**config.mk**
```make
export PLATFORM = sky130hd
export DESIGN_NAME = system_configuration
export DESIGN_NICKNAME = d
export VERILOG_FILES = /design/src/core/sys_config_pkg.sv /design/src/core/system_configuration.sv
export VERILOG_INCLUDE_DIRS = /design/src /design/src/core
export SDC_FILE = /design/constraint.sdc
export NUM_CORES = 1
export LEC_CHECK = 0
export BUFFER_PORTS_ARGS = -buffer_cell sky130_fd_sc_hd__buf_2
export CAP_MARGIN = 5
export CORE_MARGIN = 8
export CORE_UTILIZATION = 44
export CTS_BUF_LIST = sky130_fd_sc_hd__clkbuf_8 sky130_fd_sc_hd__clkbuf_16
export DETAILED_ROUTE_END_ITERATION = 6
export GPL_TIMING_DRIVEN = 0
export HOLD_SLACK_MARGIN = 0.03
export MAX_ROUTING_LAYER = met4
export PLACE_DENSITY = 0.89
export SLEW_MARGIN = 20
export SYNTH_ARGS = -nofsm -noshare
export SYNTH_HDL_FRONTEND = slang
export SYNTH_SLANG_ARGS = --single-unit
```
**constraint.sdc**
```tcl
create_clock -name sys_clk_in -period 2.3 [get_ports sys_clk_in]
set_clock_uncertainty 0.2 [all_clocks]
set_input_delay 0 -clock sys_clk_in [delete_from_list [all_inputs] [get_ports sys_clk_in]]
set_output_delay 0 -clock sys_clk_in [all_outputs]
set_load 0.005 [all_outputs]
```
**src/core/sys_config_cfg.svh**
```systemverilog
// Constants for the system configuration register block.
// Assumes a 125 MHz system clock and a 16-bit register address port.
//
// Summary of operation
// Straps load memory, byte-high and write fields.
// Writes ignored after end-of-init instruction.
// Share bit lets external master reach peripherals.
// Visible bit mirrors peripheral accesses on pins.
// Enable bit gates extension peripherals and RAM.
// Bidirectional reset off: reset pin input only.
// Bidirectional reset on: drive pin 1024 half-clocks.
// Watchdog on, bypassed: no crystal 1us, use PLL.
// Watchdog off, bypassed: crystal clock, PLL off.
// Power-down mode 0: needs NMI low, reset exits.
// Power-down mode 1: irq pins idle, irq exits.
// Latched chip selects change after ALE rise.
// Write config turns pins into byte strobes.
// Write config is inverse of strap bit.
// Clock enable puts system clock on pin.
// Byte-high disable releases pin, strap initialised.
// Memory enable serves internal area, else external.
// Segmentation disable saves instruction pointer only.
// Mapping bit selects segment 0 or 1.
// Stack size field selects 32 to 1024 words.
// Stack size codes map to fixed sizes.
`ifndef SYS_CONFIG_CFG_SVH
`define SYS_CONFIG_CFG_SVH

`define SYS_CONFIG_OFFSET 16'hFF12
`define SYS_CONFIG_RESET 16'h0000
`define SYS_CONFIG_WRITE_MASK 16'hF9FF
`define STRAP_WRC_BIT 5
`define STRAP_BUS_WIDTH_BIT 7
`define CLK_PERIOD_NS 8
`define HALF_CLK_NS 4
`define RESET_DRIVE_TCL 1024
`define RESET_DRIVE_CYCLES \
  ((`RESET_DRIVE_TCL * `HALF_CLK_NS) / `CLK_PERIOD_NS)
`define OSC_TIMEOUT_NS 1000
`define OSC_TIMEOUT_CYCLES \
  ((`OSC_TIMEOUT_NS + `CLK_PERIOD_NS - 1) / `CLK_PERIOD_NS)
`define MEM_AREA_LAST 16'h7FFF

`endif

```
**src/core/sys_config_pkg.sv**
```systemverilog
// Types shared by the system configuration register block.
// Assumes nothing beyond a SystemVerilog compiler.
package sys_config_pkg;

  typedef struct packed {
    logic [2:0] stack_size_sel;
    logic       internal_mem_segment_sel;
    logic       segmentation_disable;
    logic       internal_mem_enable;
    logic       byte_high_disable;
    logic       clock_output_enable;
    logic       write_strobe_config;
    logic       chip_select_config;
    logic       power_down_config;
    logic       osc_watchdog_disable;
    logic       bidir_reset_enable;
    logic       ext_periph_enable;
    logic       visible_mode;
    logic       ext_periph_share;
  } sys_cfg_s;

  typedef enum logic [0:0] {
    PD_RUN  = 1'b0,
    PD_DOWN = 1'b1
  } pd_state_e;

endpackage

```
**src/core/system_configuration.sv**
```systemverilog
// System configuration register with the pin and clock controls it steers.
// Assumes all inputs synchronous to sys_clk_in and a one-cycle bus port.
//
// Chosen here: strobed register access.
`timescale 1ns/1ns
`include "sys_config_cfg.svh"

module system_configuration #(
  parameter int RESET_DRIVE_CYCLES = `RESET_DRIVE_CYCLES,
  parameter int NUM_CS             = 5,
  parameter int NUM_IRQ            = 4
) (
  input  wire logic                sys_clk_in,
  input  wire logic                reset_n_in,
  input  wire logic [15:0]         reg_addr_in,
  input  wire logic [15:0]         reg_wdata_in,
  input  wire logic                reg_write_in,
  input  wire logic                reg_read_in,
  output logic      [15:0]         reg_rdata_out,
  input  wire logic [15:0]         port_zero_in,
  input  wire logic                external_access_pin_in,
  input  wire logic                end_of_init_instr_in,
  input  wire logic                hold_granted_in,
  output logic                     ext_master_access_out,
  output logic                     visible_mode_out,
  output logic                     ext_periph_enable_out,
  input  wire logic                internal_reset_req_in,
  output logic                     reset_in_pin_out,
  output logic                     reset_in_pin_oe_out,
  input  wire logic                pll_bypass_in,
  input  wire logic                crystal_input_in,
  output logic                     cpu_clk_from_pll_out,
  output logic                     pll_off_out,
  input  wire logic                power_down_instr_in,
  input  wire logic                nmi_n_in,
  input  wire logic [NUM_IRQ-1:0]  fast_ext_irq_pin_in,
  input  wire logic [NUM_IRQ-1:0]  fast_ext_irq_en_in,
  output logic                     power_down_out,
  input  wire logic                ale_in,
  input  wire logic [NUM_CS-1:0]   cs_decode_in,
  output logic      [NUM_CS-1:0]   chip_select_lines_out,
  input  wire logic                write_strobe_in,
  input  wire logic                write_low_strobe_in,
  input  wire logic                write_high_strobe_in,
  input  wire logic                byte_high_enable_in,
  output logic                     write_pin_out,
  output logic                     byte_high_enable_pin_out,
  output logic                     byte_high_enable_pin_oe_out,
  output logic                     clock_output_enable_out,
  input  wire logic [23:0]         mem_addr_in,
  output logic                     internal_mem_hit_out,
  output logic                     save_code_segment_out,
  output logic      [10:0]         stack_words_out
);

  localparam int OSC_CYCLES = `OSC_TIMEOUT_CYCLES;

  sys_config_pkg::sys_cfg_s  cfg;
  sys_config_pkg::pd_state_e pd_state;
  sys_config_pkg::pd_state_e next_pd_state;
  logic        locked;
  logic        cfg_hit;
  logic [10:0] rst_cnt;
  logic [7:0]  osc_cnt;
  logic        xtal_q;
  logic        osc_failed;
  logic        ale_q;
  logic        irq_active;

  // Maps the stack field code to a depth in words.
  function automatic logic [10:0] stack_words(input logic [2:0] code);
    logic [10:0] words;
    words = 11'h400;
    if (code < 3'h6) begin
      words = 11'h020 << code;
    end
    return words;
  endfunction

  // Checks an address against the 32 KB internal area in a segment.
  function automatic logic in_mem_area(input logic [23:0] addr,
                                       input logic        seg);
    return (addr[23:16] == {7'h00, seg}) &&
           (addr[15:0] <= `MEM_AREA_LAST);
  endfunction

  assign cfg_hit = (reg_addr_in == `SYS_CONFIG_OFFSET);

  // Straps are taken while reset is held, so the released value is the
  // level present at the last reset edge.
  always_ff @(posedge sys_clk_in) begin
    if (!reset_n_in) begin
      cfg <= `SYS_CONFIG_RESET;
      cfg.internal_mem_enable <= external_access_pin_in;
      cfg.byte_high_disable <=
        ~port_zero_in[`STRAP_BUS_WIDTH_BIT];
      cfg.write_strobe_config <=
        ~port_zero_in[`STRAP_WRC_BIT];
    end else if (reg_write_in && cfg_hit && !locked) begin
      cfg <= (reg_wdata_in & `SYS_CONFIG_WRITE_MASK) |
             (cfg & ~`SYS_CONFIG_WRITE_MASK);
    end
  end

  always_ff @(posedge sys_clk_in) begin
    if (!reset_n_in) begin
      locked <= 1'b0;
    end else if (end_of_init_instr_in) begin
      locked <= 1'b1;
    end
  end

  always_ff @(posedge sys_clk_in) begin
    if (!reset_n_in) begin
      reg_rdata_out <= 16'h0000;
    end else if (reg_read_in && cfg_hit) begin
      reg_rdata_out <= cfg;
    end else begin
      reg_rdata_out <= 16'h0000;
    end
  end

  assign ext_master_access_out = cfg.ext_periph_share &&
                                 cfg.ext_periph_enable &&
                                 hold_granted_in;
  assign visible_mode_out      = cfg.visible_mode;
  assign ext_periph_enable_out = cfg.ext_periph_enable;

  // The pin drive outlives the internal reset request it answers.
  always_ff @(posedge sys_clk_in) begin
    if (!reset_n_in) begin
      rst_cnt <= 11'h000;
    end else if (internal_reset_req_in && cfg.bidir_reset_enable) begin
      rst_cnt <= 11'(RESET_DRIVE_CYCLES);
    end else if (rst_cnt != 11'h000) begin
      rst_cnt <= rst_cnt - 11'h001;
    end
  end

  assign reset_in_pin_out    = 1'b0;
  assign reset_in_pin_oe_out = (rst_cnt != 11'h000);

  always_ff @(posedge sys_clk_in) begin
    if (!reset_n_in) begin
      xtal_q <= 1'b0;
    end else begin
      xtal_q <= crystal_input_in;
    end
  end

  // Once the crystal is lost the PLL clock is kept until reset or until the watchdog disable bit is set.
  always_ff @(posedge sys_clk_in) begin
    if (!reset_n_in) begin
      osc_cnt    <= 8'h00;
      osc_failed <= 1'b0;
    end else if (cfg.osc_watchdog_disable || !pll_bypass_in ||
                 (xtal_q != crystal_input_in)) begin
      osc_cnt <= 8'h00;
    end else if (osc_cnt >= 8'(OSC_CYCLES - 1)) begin
      osc_failed <= 1'b1;
    end else begin
      osc_cnt <= osc_cnt + 8'h01;
    end
  end

  assign cpu_clk_from_pll_out = !pll_bypass_in ||
    (osc_failed && !cfg.osc_watchdog_disable);
  assign pll_off_out = pll_bypass_in && cfg.osc_watchdog_disable;

  assign irq_active = |(fast_ext_irq_pin_in & fast_ext_irq_en_in);

  always_comb begin
    next_pd_state = pd_state;
    case (pd_state)
      sys_config_pkg::PD_RUN: begin
        if (power_down_instr_in) begin
          if (cfg.power_down_config) begin
            if (!irq_active) begin
              next_pd_state = sys_config_pkg::PD_DOWN;
            end
          end else if (!nmi_n_in) begin
            next_pd_state = sys_config_pkg::PD_DOWN;
          end
        end
      end
      sys_config_pkg::PD_DOWN: begin
        if (cfg.power_down_config && irq_active) begin
          next_pd_state = sys_config_pkg::PD_RUN;
        end
      end
      default: next_pd_state = sys_config_pkg::PD_RUN;
    endcase
  end

  always_ff @(posedge sys_clk_in) begin
    if (!reset_n_in) begin
      pd_state <= sys_config_pkg::PD_RUN;
    end else begin
      pd_state <= next_pd_state;
    end
  end

  assign power_down_out = (pd_state == sys_config_pkg::PD_DOWN);

  always_ff @(posedge sys_clk_in) begin
    if (!reset_n_in) begin
      ale_q <= 1'b0;
    end else begin
      ale_q <= ale_in;
    end
  end

  // Half a clock cannot be made here, so the latch delay is one cycle.
  always_ff @(posedge sys_clk_in) begin
    if (!reset_n_in) begin
      chip_select_lines_out <= '0;
    end else if (cfg.chip_select_config || (ale_in && !ale_q)) begin
      chip_select_lines_out <= cs_decode_in;
    end
  end

  assign write_pin_out = cfg.write_strobe_config ?
                         write_low_strobe_in : write_strobe_in;
  assign byte_high_enable_pin_out = cfg.write_strobe_config ?
    write_high_strobe_in : byte_high_enable_in;
  assign byte_high_enable_pin_oe_out = !cfg.byte_high_disable;
  assign clock_output_enable_out = cfg.clock_output_enable;
  assign internal_mem_hit_out = cfg.internal_mem_enable &&
    in_mem_area(mem_addr_in, cfg.internal_mem_segment_sel);
  assign save_code_segment_out = !cfg.segmentation_disable;
  assign stack_words_out = stack_words(cfg.stack_size_sel);

  chk_lock_holds: assert property (
    @(posedge sys_clk_in) disable iff (!reset_n_in)
    locked |=> $stable(cfg))
    else $error("Configuration changed while locked.");

  chk_write_takes: assert property (
    @(posedge sys_clk_in) disable iff (!reset_n_in)
    (reg_write_in && cfg_hit && !locked) |=>
      cfg.ext_periph_share == $past(reg_wdata_in[0]))
    else $error("Unlocked write not stored.");

  chk_strap_write_strobe_config: assert property (
    @(posedge sys_clk_in)
    !reset_n_in |=> cfg.write_strobe_config ==
      !$past(port_zero_in[`STRAP_WRC_BIT]))
    else $error("Write config strap not inverted.");

  chk_rst_drive: assert property (
    @(posedge sys_clk_in) disable iff (!reset_n_in)
    (internal_reset_req_in && cfg.bidir_reset_enable) |=>
      reset_in_pin_oe_out [*8])
    else $error("Reset pin not driven after request.");

  chk_rst_quiet: assert property (
    @(posedge sys_clk_in) disable iff (!reset_n_in)
    ($past(rst_cnt) == 11'h000 && !$past(internal_reset_req_in)) |->
      !reset_in_pin_oe_out)
    else $error("Reset pin driven without cause.");

  chk_osc_switch: assert property (
    @(posedge sys_clk_in) disable iff (!reset_n_in)
    (pll_bypass_in && !cfg.osc_watchdog_disable &&
     (xtal_q == crystal_input_in) &&
     (osc_cnt == 8'(OSC_CYCLES - 1))) |=> osc_failed)
    else $error("Quiet crystal did not select the PLL clock.");

  chk_pd_nmi: assert property (
    @(posedge sys_clk_in) disable iff (!reset_n_in)
    (!power_down_out && power_down_instr_in &&
     !cfg.power_down_config && nmi_n_in) |=> !power_down_out)
    else $error("Power-down entered with NMI high.");

  chk_pd_sticky: assert property (
    @(posedge sys_clk_in) disable iff (!reset_n_in)
    (power_down_out && !cfg.power_down_config) |=> power_down_out)
    else $error("Power-down left without reset.");

  chk_pd_wake: assert property (
    @(posedge sys_clk_in) disable iff (!reset_n_in)
    (power_down_out && cfg.power_down_config && irq_active) |=>
      !power_down_out)
    else $error("Enabled interrupt did not wake.");

  chk_cs_latch: assert property (
    @(posedge sys_clk_in) disable iff (!reset_n_in)
    (!cfg.chip_select_config && !(ale_in && !ale_q)) |=>
      $stable(chip_select_lines_out))
    else $error("Latched chip select moved without ALE.");

  cov_locked_write: cover property (
    @(posedge sys_clk_in) locked && reg_write_in && cfg_hit);
  cov_pd_wake: cover property (
    @(posedge sys_clk_in) power_down_out ##1 !power_down_out);
  cov_rst_drive: cover property (
    @(posedge sys_clk_in) $fell(reset_in_pin_oe_out));

endmodule

```
==> results of run 1 <==
-- state kept, by name, indices dropped and copies added, names as in the netlist, 5 cells and up --
signal / flops
cfg: 13
chip_select_lines_out: 5
osc_cnt: 8
reg_rdata_out: 16
rst_cnt: 11
-- layout make-up --
| cell class | instances | area [sq um] |
|---|---|---|
| Buffer | 13 | 96.3 |
| Sequential cell | 61 | 1250 |
| Clock buffer | 12 | 165 |
| Inverter | 11 | 41.3 |
| Clock inverter | 4 | 93.8 |
| Multi-Input combinational cell | 190 | 1210 |
| Fill cell | 438 | 1870 |
| Timing Repair Buffer | 151 | 961 |
| Tap cell | 75 | 93.8 |
-- logic make-up after synthesis --
kind of cell | count (synthesis) | synth area share
simple gates | 122 | 0.251
flops | 61 | 0.487
compound gates | 24 | 0.0594
mux | 24 | 0.0944
buf+inv | 24 | 0.0535
xor+xnor | 10 | 0.0341
fa+ha+maj | 4 | 0.0195
other cells | 1 | 0.00146
-- worst paths after layout --
kind	startpoint	endpoint	slack [ns]	cells after the start
setup / recovery	fast_ext_irq_en_in[3]	power_down_out	0.10	7
hold / removal	reg_write_in	cfg[5]	0.08	5
setup reg to reg	cfg[6]	chip_select_lines_out[4]	0.30	4
hold reg to reg	locked	locked	0.27	2
-- per-layer routing --
layer  part of all wire  up-vias
met2               0.55       98
li1                   -     1236
met3              0.070       10
met1               0.36     1175
met4              0.018        0
met5                  0        -
-- through the flow --
stage               utilization  instances  cell area, sq um
finish                    0.676        517              3910
global route              0.676        517              3910
CTS                       0.675        517              3900
detailed placement        0.560        460              3230
global placement          0.560        460              3230
floorplan                     -        275              2590
-- power by group --
| part | switching, mW | leakage, nW | internal, mW |
|---|---|---|---|
| registers | 0.0702 | 0.500 | 1.14 |
| clock network | 0.407 | 0.134 | 0.806 |
| logic | 0.301 | 1.29 | 0.325 |
| total | 0.779 | 1.93 | 2.27 |
-- layout by cell type, fill, tap and decap left out, types with 3 or more instances in the layout --
master / netlist / routed
sky130_fd_sc_hd__conb_1: 1 / 6
sky130_fd_sc_hd__xnor2_1: 7 / 7
sky130_fd_sc_hd__edfxtp_1: 3 / 3
sky130_fd_sc_hd__nor4_1: 3 / 3
sky130_fd_sc_hd__buf_2: 0 / 110
sky130_fd_sc_hd__ha_1: 4 / 4
sky130_fd_sc_hd__dlygate4sd3_1: 0 / 41
sky130_fd_sc_hd__nand4_1: 3 / 3
sky130_fd_sc_hd__nand2_1: 34 / 34
sky130_fd_sc_hd__nor2_1: 27 / 27
sky130_fd_sc_hd__mux2i_1: 22 / 22
sky130_fd_sc_hd__a211oi_1: 4 / 3
sky130_fd_sc_hd__clkbuf_1: 4 / 4
sky130_fd_sc_hd__nor2b_1: 3 / 3
sky130_fd_sc_hd__clkbuf_8: 0 / 12
sky130_fd_sc_hd__and2_1: 19 / 19
sky130_fd_sc_hd__nor3b_1: 4 / 4
sky130_fd_sc_hd__xor2_1: 3 / 3
sky130_fd_sc_hd__bufinv_16: 0 / 3
sky130_fd_sc_hd__a21oi_1: 9 / 9
sky130_fd_sc_hd__inv_1: 10 / 11
sky130_fd_sc_hd__dfxtp_1: 58 / 58
sky130_fd_sc_hd__nor3_1: 4 / 4
sky130_fd_sc_hd__nand2b_1: 6 / 6
sky130_fd_sc_hd__buf_4: 6 / 6
-- worst reg2reg max path, stage by stage (launching register included) --
cell                            delay, ns
sky130_fd_sc_hd__dfxtp_1             0.34
sky130_fd_sc_hd__a21oi_1             0.48
sky130_fd_sc_hd__mux2i_1             0.25
sky130_fd_sc_hd__dlygate4sd3_1       0.56
sky130_fd_sc_hd__nor2_1              0.04
-- repair_timing --
item	CTS	global route
buffers inserted	0	0
hold buffers	41	0
gates resized for setup	0	1
hold endpoints to repair	50	0
endpoints found under the setup margin	0	1
==> impl_metrics.env, run 1 <==
export IMPL_floorplan_die_area_sq_um=8550
export IMPL_category_of_the_critical_setup_timing_path="in2reg"
export IMPL_synth_seq_area_share=0.487
export IMPL_met3_usage=0.0421
export IMPL_detailedRoute_firstIterationViolations=128
export IMPL_grt_overflow_total=0
export IMPL_tightestPinTransition_ns=0.704
export IMPL_final_critical_path_setup_slack_ns=0.104
export IMPL_cp_cell_sequence="dlygate4sd3_1 -> buf_2 -> a22oi_1 -> dlygate4sd3_1 -> nand2_1 -> dlygate4sd3_1 -> a211oi_2"
export IMPL_crit_path_end_kind="flip-flop"
export IMPL_synthCells=270
export IMPL_tritoncts="yes"
export IMPL_drt_total_wl_mm=7.56
export IMPL_required_ns=2.34
export IMPL_die_height_microns=92.4
export IMPL_gpl_final_weighted_congestion=0.880
export IMPL_finalHoldViolCount=0
export IMPL_power_leakage_nw=1.93
export IMPL_ys_types=49
export IMPL_critPathLaunchType="input pin"
export IMPL_avgViaCountPerCell=4.87
export IMPL_vias_in_the_first_global_route=2633
export IMPL_maximum_cell_stage_delay_along_the_critical_path_ns=0.57
export IMPL_final_critical_path_share_of_the_clock_period=0.955
export IMPL_grt_total_usage=0.182
export IMPL_async_flop_share=0
export IMPL_port_buffer_count=110
export IMPL_synth_top_cells_by_count="58 x sky130_fd_sc_hd__dfxtp_1, 34 x sky130_fd_sc_hd__nand2_1, 27 x sky130_fd_sc_hd__nor2_1, 22 x sky130_fd_sc_hd__mux2i_1, 19 x sky130_fd_sc_hd__and2_1"
export IMPL_post_place_ws_ns=0.331
export IMPL_start_util=0.445
export IMPL_cts_clk_slew_worst_paths_ns=0.07
export IMPL_yosysWarnings=0
export IMPL_fin_crit_ns=2.20
export IMPL_clock_latency_ns=0.33
export IMPL_fmaxAchievable_ghz=0.455
export IMPL_ctsHtreeMaxLevel=3
export IMPL_cp_buffers_inverters=4
export IMPL_share_of_layout_cells_above_drive_strength_1=0.319
export IMPL_die_w_microns=92.4
export IMPL_cell_at_the_slowest_stage_of_the_critical_path="sky130_fd_sc_hd__dlygate4sd3_1"
export IMPL_powerDensity_nw_per_um2=781
export IMPL_worst_path_dominant_cell_family="buffers and inverters"
export IMPL_timing_hold_ws_ns=0.0821
export IMPL_totalPowerFinal_mw=3.05
export IMPL_timing_final_setup_violations=0
export IMPL_finalNetCount=543
export IMPL_synth_edff_count=3
export IMPL_total_standard_cell_area_after_synthesis_sq_um=2570
export IMPL_groute_layer_met2_usage=0.334
export IMPL_io_pins=148
export IMPL_totalNegativeSetupSlack_ns=0
export IMPL_hold_path_class="in2reg"
export IMPL_run_status="completed"
export IMPL_drt_pre_antenna_iters=6
export IMPL_post_synth_top_count_cell="sky130_fd_sc_hd__dfxtp_1"
export IMPL_crit_fanout=1
export IMPL_area_growth_syn_to_layout_pct=52.0
export IMPL_synth_largest_type_area_fraction=0.452
export IMPL_setup_repair_after_global_routing_missed_its_margin="false"
export IMPL_routed_wire_length_per_instance_microns=14.6
export IMPL_clock_sinks=61
export IMPL_syn_avg_cell_area_sq_um=9.52
export IMPL_synth_top_cell_by_area="sky130_fd_sc_hd__dfxtp_1"
export IMPL_fp_row_count=28
export IMPL_grt_busiest_layer="met2"
export IMPL_postRouteAntennaNets=0
export IMPL_dominantRegCellSynth="sky130_fd_sc_hd__dfxtp_1"
export IMPL_cap_viol_max_count=0
export IMPL_routed_via_count=2519
export IMPL_synth_area_leaders="sky130_fd_sc_hd__dfxtp_1 45%, sky130_fd_sc_hd__mux2i_1 8.6%, sky130_fd_sc_hd__nand2_1 5.0%, sky130_fd_sc_hd__and2_1 4.6%, sky130_fd_sc_hd__nor2_1 3.9%"
export IMPL_cpMostUsedCell="sky130_fd_sc_hd__dlygate4sd3_1"
export IMPL_worst_ir_drop_vdd_v=0.000480
export IMPL_postSynthRegisterBits=61
export IMPL_drcViolationCount=0
export IMPL_largest_net_degree_at_the_start_of_global_routing=12
export IMPL_core_region_area_sq_um=5780
export IMPL_wire_length_of_the_first_global_routing_pass_mm=12.2
export IMPL_crit_arrival_ns=2.24
export IMPL_n_antenna_cell=0
export IMPL_clock_root_buffer="sky130_fd_sc_hd__clkbuf_8"
export IMPL_cts_inserted_buffers=9
export IMPL_max_clock_path_buffers=2
export IMPL_max_slew_margin_rel=0.526
export IMPL_total_half_perimeter_wirelength_after_legalization_and_detailed_placement_mm=5.20
export IMPL_grt_antenna_before_repair=0
export IMPL_global_route_usage_met1=0.175
export IMPL_finalMaxSlewViolations=0
No activity file was read; power rests on OpenSTA's default activity.
==> run 2, diff against run 1 <==
--- a/config.mk
+++ b/config.mk
@@ -16,6 +16,7 @@
 export HOLD_SLACK_MARGIN = 0.03
 export MAX_ROUTING_LAYER = met4
 export PLACE_DENSITY = 0.89
+export REMOVE_ABC_BUFFERS = 1
 export SLEW_MARGIN = 20
 export SYNTH_ARGS = -nofsm -noshare
 export SYNTH_HDL_FRONTEND = slang
==> run 2 against run 1 <==
Against the previous run: sequential power is essentially flat; non-clock buffer count shrank 20; register-to-register slack gained 0.05 ns; critical path type unchanged; critical endpoint unchanged; largest power group unchanged.
==> impl_metrics.env, run 2 (synthesis gave the netlist of run 1 again) <==
export IMPL_vias_in_the_first_global_route=2497
export IMPL_max_clock_path_buffers=2
export IMPL_postCtsSetupBuffers=0
export IMPL_clock_sinks=61
export IMPL_multi_input_comb_area_sq_um=1200
export IMPL_worst_ir_drop_vdd_v=0.000362
export IMPL_fp_row_count=28
export IMPL_final_critical_path_setup_slack_ns=0.155
export IMPL_placed_cell_area_sq_um=3140
export IMPL_detailedRoute_firstIterationViolations=90
export IMPL_layout_cells_most_common="sky130_fd_sc_hd__buf_2"
export IMPL_setup_repair_after_global_routing_missed_its_margin="false"
export IMPL_drcViolationCount=0
export IMPL_gpl_final_weighted_congestion=0.820
export IMPL_category_of_the_critical_setup_timing_path="in2reg"
export IMPL_finalNetCount=523
export IMPL_stdcell_count=497
export IMPL_rr_worst_depth=6
export IMPL_tightestPinTransition_ns=0.973
export IMPL_critPathLaunchType="input pin"
export IMPL_reg_largest_list="reg_rdata_out: 16 flops, cfg: 13 flops, rst_cnt: 11 flops"
export IMPL_run_status="completed"
export IMPL_port_buffer_count=110
export IMPL_place_detailed_instances=447
export IMPL_totalPowerFinal_mw=2.64
export IMPL_routed_wl_met3_microns=590
export IMPL_post_place_ws_ns=-0.135
export IMPL_hold_path_class="in2reg"
export IMPL_area_growth_syn_to_layout_pct=41.9
export IMPL_power_leakage_nw=1.79
export IMPL_routed_via_count=2386
export IMPL_number_of_flip_flops_in_the_largest_register=16
export IMPL_cts_inserted_buffers=9
export IMPL_crit_arrival_ns=2.19
export IMPL_postRouteAntennaNets=0
export IMPL_fmaxAchievable_ghz=0.466
export IMPL_clock_root_buffer="sky130_fd_sc_hd__clkbuf_8"
export IMPL_fillerInstances=483
export IMPL_required_ns=2.35
export IMPL_cap_viol_max_count=0
export IMPL_ff_latch_area_sq_um=1250
export IMPL_timing_final_setup_violations=0
export IMPL_final_critical_path_share_of_the_clock_period=0.933
export IMPL_drt_total_wl_mm=6.93
export IMPL_avgViaCountPerCell=4.80
export IMPL_finalHoldViolCount=0
export IMPL_powerDensity_nw_per_um2=723
export IMPL_n_antenna_cell=0
export IMPL_die_height_microns=92.4
export IMPL_final_cell_mix="110 x sky130_fd_sc_hd__buf_2, 58 x sky130_fd_sc_hd__dfxtp_1, 34 x sky130_fd_sc_hd__nand2_1, 34 x sky130_fd_sc_hd__dlygate4sd3_1, 27 x sky130_fd_sc_hd__nor2_1"
export IMPL_largest_net_degree_at_the_start_of_global_routing=40
export IMPL_wire_length_of_the_first_global_routing_pass_mm=11.3
export IMPL_tritoncts="yes"
export IMPL_max_slew_margin_rel=0.350
export IMPL_crit_fanout=1
export IMPL_cp_cell_sequence="dlygate4sd3_1 -> buf_2 -> a22oi_1 -> dlygate4sd3_1 -> nand2_1 -> dlygate4sd3_1 -> a211oi_1"
export IMPL_clock_latency_ns=0.33
export IMPL_post_layout_utilization_of_the_core=0.631
export IMPL_io_pins=148
export IMPL_fin_crit_ns=2.14
export IMPL_routed_wire_length_per_instance_microns=13.9
export IMPL_cell_at_the_slowest_stage_of_the_critical_path="sky130_fd_sc_hd__dlygate4sd3_1"
export IMPL_grt_overflow_total=0
export IMPL_register_with_the_highest_flop_count="reg_rdata_out"
export IMPL_top_layer_used="met4"
export IMPL_final_area_sq_um=3650
export IMPL_floorplan_die_area_sq_um=8550
export IMPL_crit_path_end_kind="flip-flop"
export IMPL_detailroute_wirelength_met2_mm=3.53
export IMPL_cts_clk_slew_worst_paths_ns=0.06
export IMPL_start_util=0.445
export IMPL_grt_total_usage=0.171
export IMPL_cpMostUsedCell="sky130_fd_sc_hd__dlygate4sd3_1"
export IMPL_drt_pre_antenna_iters=4
export IMPL_die_w_microns=92.4
export IMPL_ctsHtreeMaxLevel=3
export IMPL_cts_repair_resized=0
export IMPL_finalMaxSlewViolations=0
export IMPL_share_of_layout_cells_above_drive_strength_1=0.303
export IMPL_maximum_cell_stage_delay_along_the_critical_path_ns=0.58
export IMPL_worst_hold_path_num_cells=3
export IMPL_total_half_perimeter_wirelength_after_legalization_and_detailed_placement_mm=4.86
export IMPL_core_region_area_sq_um=5780
export IMPL_met1Wirelength_mm=2.60
export IMPL_grt_antenna_before_repair=0
[run 2: changes by cell type in the layout (fill, tap and decap cells not counted), sizes merged]
cell,previous run,this run
clkinv,0,1
dlygate4sd3,41,34
clkbuf,17,11
buf,118,110
bufinv,3,0
inv,12,15
[run 2: power by group]
part           switching, mW  total, mW  leakage [nW]  internal [mW]
clock                  0.381      0.814         0.104          0.432
combinational          0.299      0.613          1.19          0.314
sequential            0.0701       1.21         0.500           1.14
[run 2: metrics by stage]
stage / hold WS [ns] / TNS [ns]
floorplan: -0.129 / 0
global route: 0.0704 / 0
detailed placement: 0.0207 / -0.240
CTS: 0.0327 / 0
finish: 0.0379 / 0
global placement: 0.00462 / -0.153
[run 2: what timing repair did]
action                                  in CTS  in global routing
endpoints found under the setup margin       0                  0
hold buffers                                34                  0
hold endpoints to repair                    43                  0
[run 2: final timing paths]
check,start,endpoint,slack (ns)
worst min register to register,cfg[11],reg_rdata_out[11],0.27
worst max-delay path,fast_ext_irq_en_in[2],power_down_out,0.16
worst min-delay path,reset_n_in,cfg[4],0.04
worst max register to register,rst_cnt[0],rst_cnt[8],0.35
[run 2: layout make-up]
class                      count  share of cell area
tap                           75              0.0257
inverter                      11              0.0113
clock inverter                 5             0.00549
clock buffer                  11              0.0415
timing repair buffer         144               0.244
multi-input combinational    190               0.329
sequential                    61               0.343
[run 2: critical path, delay by kind of cell]
kind	cells	cell delay, ns
AND/OR/NAND/NOR	1	0.04
buffers and inverters	4	1.80
AO/OA/AOI/OAI	2	0.35
[run 2: per-layer routing]
metal / global-route usage / vias up
met5: - / -
met1: 0.162 / 1084
met3: 0.0583 / 16
li1: - / 1200
met2: 0.302 / 86
met4: 0.0913 / 0
==> run 3, diff against run 2 <==
--- a/config.mk
+++ b/config.mk
@@ -9,13 +9,13 @@
 export BUFFER_PORTS_ARGS = -buffer_cell sky130_fd_sc_hd__buf_2
 export CAP_MARGIN = 5
 export CORE_MARGIN = 8
-export CORE_UTILIZATION = 44
+export CORE_UTILIZATION = 47
 export CTS_BUF_LIST = sky130_fd_sc_hd__clkbuf_8 sky130_fd_sc_hd__clkbuf_16
 export DETAILED_ROUTE_END_ITERATION = 6
 export GPL_TIMING_DRIVEN = 0
 export HOLD_SLACK_MARGIN = 0.03
 export MAX_ROUTING_LAYER = met4
-export PLACE_DENSITY = 0.89
+export PLACE_DENSITY = 0.94
 export REMOVE_ABC_BUFFERS = 1
 export SLEW_MARGIN = 20
 export SYNTH_ARGS = -nofsm -noshare
==> constraint.sdc (replaced) <==
create_clock -name sys_clk_in -period 2.6 [get_ports sys_clk_in]
set_clock_uncertainty 0.2 [all_clocks]
set_input_delay 0 -clock sys_clk_in [delete_from_list [all_inputs] [get_ports sys_clk_in]]
set_output_delay 0 -clock sys_clk_in [all_outputs]
set_load 0.005 [all_outputs]
==> run 3 against run 2 <==
Against the previous run: clock-buffer cell count up 1; critical path type unchanged; global-route usage up 0.71 points; largest cell class unchanged; highest routed layer unchanged; sequential cell count stayed put.
==> impl_metrics.env, run 3 (synthesis gave the netlist of run 1 again) <==
export IMPL_run_status="completed"
export IMPL_n_antenna_cell=0
export IMPL_totalNegativeSetupSlack_ns=0
export IMPL_tritoncts="yes"
export IMPL_share_of_layout_cells_above_drive_strength_1=0.326
export IMPL_terminus_of_the_critical_flop_to_flop_path="rst_cnt[8]"
export IMPL_clock_latency_ns=0.32
export IMPL_worst_hold_path_num_cells=3
export IMPL_cts_repair_resized=0
export IMPL_fmaxAchievable_ghz=0.467
export IMPL_clock_root_buffer="sky130_fd_sc_hd__clkbuf_8"
export IMPL_drt_pre_antenna_iters=4
export IMPL_grt_total_usage=0.178
export IMPL_holdPathEnd="cfg[15]"
export IMPL_ctsHtreeMaxLevel=3
export IMPL_required_ns=2.63
export IMPL_layout_cells_most_common="sky130_fd_sc_hd__buf_2"
export IMPL_category_of_the_critical_setup_timing_path="in2reg"
export IMPL_routed_via_count=2471
export IMPL_finalMaxSlewViolations=0
export IMPL_finalHoldViolCount=0
export IMPL_drt_total_wl_mm=7.33
export IMPL_cap_viol_max_count=0
export IMPL_grt_antenna_before_repair=0
export IMPL_final_critical_path_share_of_the_clock_period=0.823
export IMPL_hold_path_class="in2reg"
export IMPL_port_buffer_count=110
export IMPL_worst_ir_drop_vdd_v=0.000398
export IMPL_place_detailed_instances=444
export IMPL_grt_overflow_total=0
export IMPL_detailedRoute_firstIterationViolations=94
export IMPL_crit_arrival_ns=2.17
export IMPL_fin_crit_ns=2.14
export IMPL_timing_final_setup_violations=0
export IMPL_crit_path_end_kind="flip-flop"
export IMPL_fp_row_count=27
export IMPL_largest_net_degree_at_the_start_of_global_routing=40
export IMPL_die_w_microns=90.0
export IMPL_io_pins=148
export IMPL_area_growth_syn_to_layout_pct=46.6
export IMPL_drcViolationCount=0
export IMPL_rr_worst_depth=6
export IMPL_core_region_area_sq_um=5410
export IMPL_max_slew_margin_rel=0.518
export IMPL_number_of_flip_flops_in_the_largest_register=16
export IMPL_cts_clk_slew_worst_paths_ns=0.07
export IMPL_die_height_microns=90.0
export IMPL_powerDensity_nw_per_um2=668
export IMPL_stdcell_count=504
export IMPL_power_leakage_nw=1.85
export IMPL_cts_inserted_buffers=9
export IMPL_postRouteAntennaNets=0
export IMPL_vias_in_the_first_global_route=2578
export IMPL_reg_largest_list="reg_rdata_out: 16 flops, cfg: 13 flops, rst_cnt: 11 flops"
export IMPL_worstReg2RegStart="rst_cnt[0]"
export IMPL_tightestPinTransition_ns=0.723
export IMPL_floorplan_die_area_sq_um=8090
export IMPL_critPathLaunchType="input pin"
export IMPL_clock_sinks=61
export IMPL_register_with_the_highest_flop_count="reg_rdata_out"
export IMPL_final_cell_mix="110 x sky130_fd_sc_hd__buf_2, 58 x sky130_fd_sc_hd__dfxtp_1, 34 x sky130_fd_sc_hd__nand2_1"
export IMPL_gpl_final_weighted_congestion=0.875
export IMPL_setup_repair_after_global_routing_missed_its_margin="false"
export IMPL_total_half_perimeter_wirelength_after_legalization_and_detailed_placement_mm=4.99
export IMPL_reg2reg_setup_slack_ns=0.65
export IMPL_min_delay_start="reset_n_in"
export IMPL_wire_length_of_the_first_global_routing_pass_mm=11.7
export IMPL_finalNetCount=533
export IMPL_crit_fanout=1
export IMPL_max_clock_path_buffers=2
export IMPL_routed_wire_length_per_instance_microns=14.5
export IMPL_start_util=0.476
export IMPL_avgViaCountPerCell=4.90
[run 3: cell types whose count changed in the layout (fill, tap and decap cells not counted), sizes merged]
cell	change
clkinv	-1
clkinvlp	+1
clkbuf	+1
buf	+11
bufinv	+1
inv	-2
dlygate4sd3	-1
[run 3: report_power, final]
part	switching, mW	leakage (nW)	internal (mW)
Clock	0.344	0.116	0.547
Combinational	0.277	1.23	0.277
Sequential	0.0615	0.500	1.01
[run 3: how the worst max path moves through the flow]
stage / from / endpoint / slack (ns) / cells past startpoint
floorplan: reg_addr_in[2] / cfg[7] / 0.55 / 4
global placement: reg_addr_in[2] / cfg[7] / 0.21 / 5
detailed placement: reg_addr_in[2] / cfg[7] / 0.12 / 5
CTS: reg_addr_in[2] / cfg[7] / 0.04 / 6
global route: fast_ext_irq_en_in[3] / power_down_out / 0.33 / 7
finish: fast_ext_irq_en_in[3] / power_down_out / 0.46 / 7
[run 3: critical path: stages]
cell and delay, ns:
sky130_fd_sc_hd__dlygate4sd3_1 0.53, sky130_fd_sc_hd__buf_2 0.12, sky130_fd_sc_hd__a22oi_1 0.12, sky130_fd_sc_hd__dlygate4sd3_1 0.58, sky130_fd_sc_hd__nand2_1 0.05, sky130_fd_sc_hd__dlygate4sd3_1 0.55
sky130_fd_sc_hd__a211oi_1 0.22
[run 3: layout make-up]
cell class                 instances  area [sq um]
inverter                          11          41.3
multi-input combinational        190          1200
sequential                        61          1250
fill                             406          1640
clock buffer                      12           176
clock inverter                     4          45.0
tap                               72          90.1
timing repair buffer             154           963
[run 3: layer usage]
layer / wire length, microns / share of wire / track usage
met1: 2800 / 0.38 / 0.172
met2: 3810 / 0.52 / 0.312
met3: 470 / 0.064 / 0.0557
met4: 240 / 0.033 / 0.0985
met5: 0 / 0 / -
[run 3: repair_timing]
action,4_1_cts,5_1_grt
hold endpoints to repair,38,2
buffers inserted,0,11
setup endpoints to repair,0,1
hold buffers,32,1
[run 3: per-stage QoR]
stage	hold slack, ns	utilization	cell area [sq um]	worst slack [ns]	total power [mW]
floorplan	-0.129	-	2490	0.551	1.43
global placement	0.00380	0.580	3130	0.206	1.56
detailed placement	0.0179	0.580	3130	0.122	1.59
CTS	0.0335	0.680	3680	0.0414	2.53
global route	0.0630	0.697	3770	0.327	2.68
finish	0.0440	0.697	3770	0.460	2.52
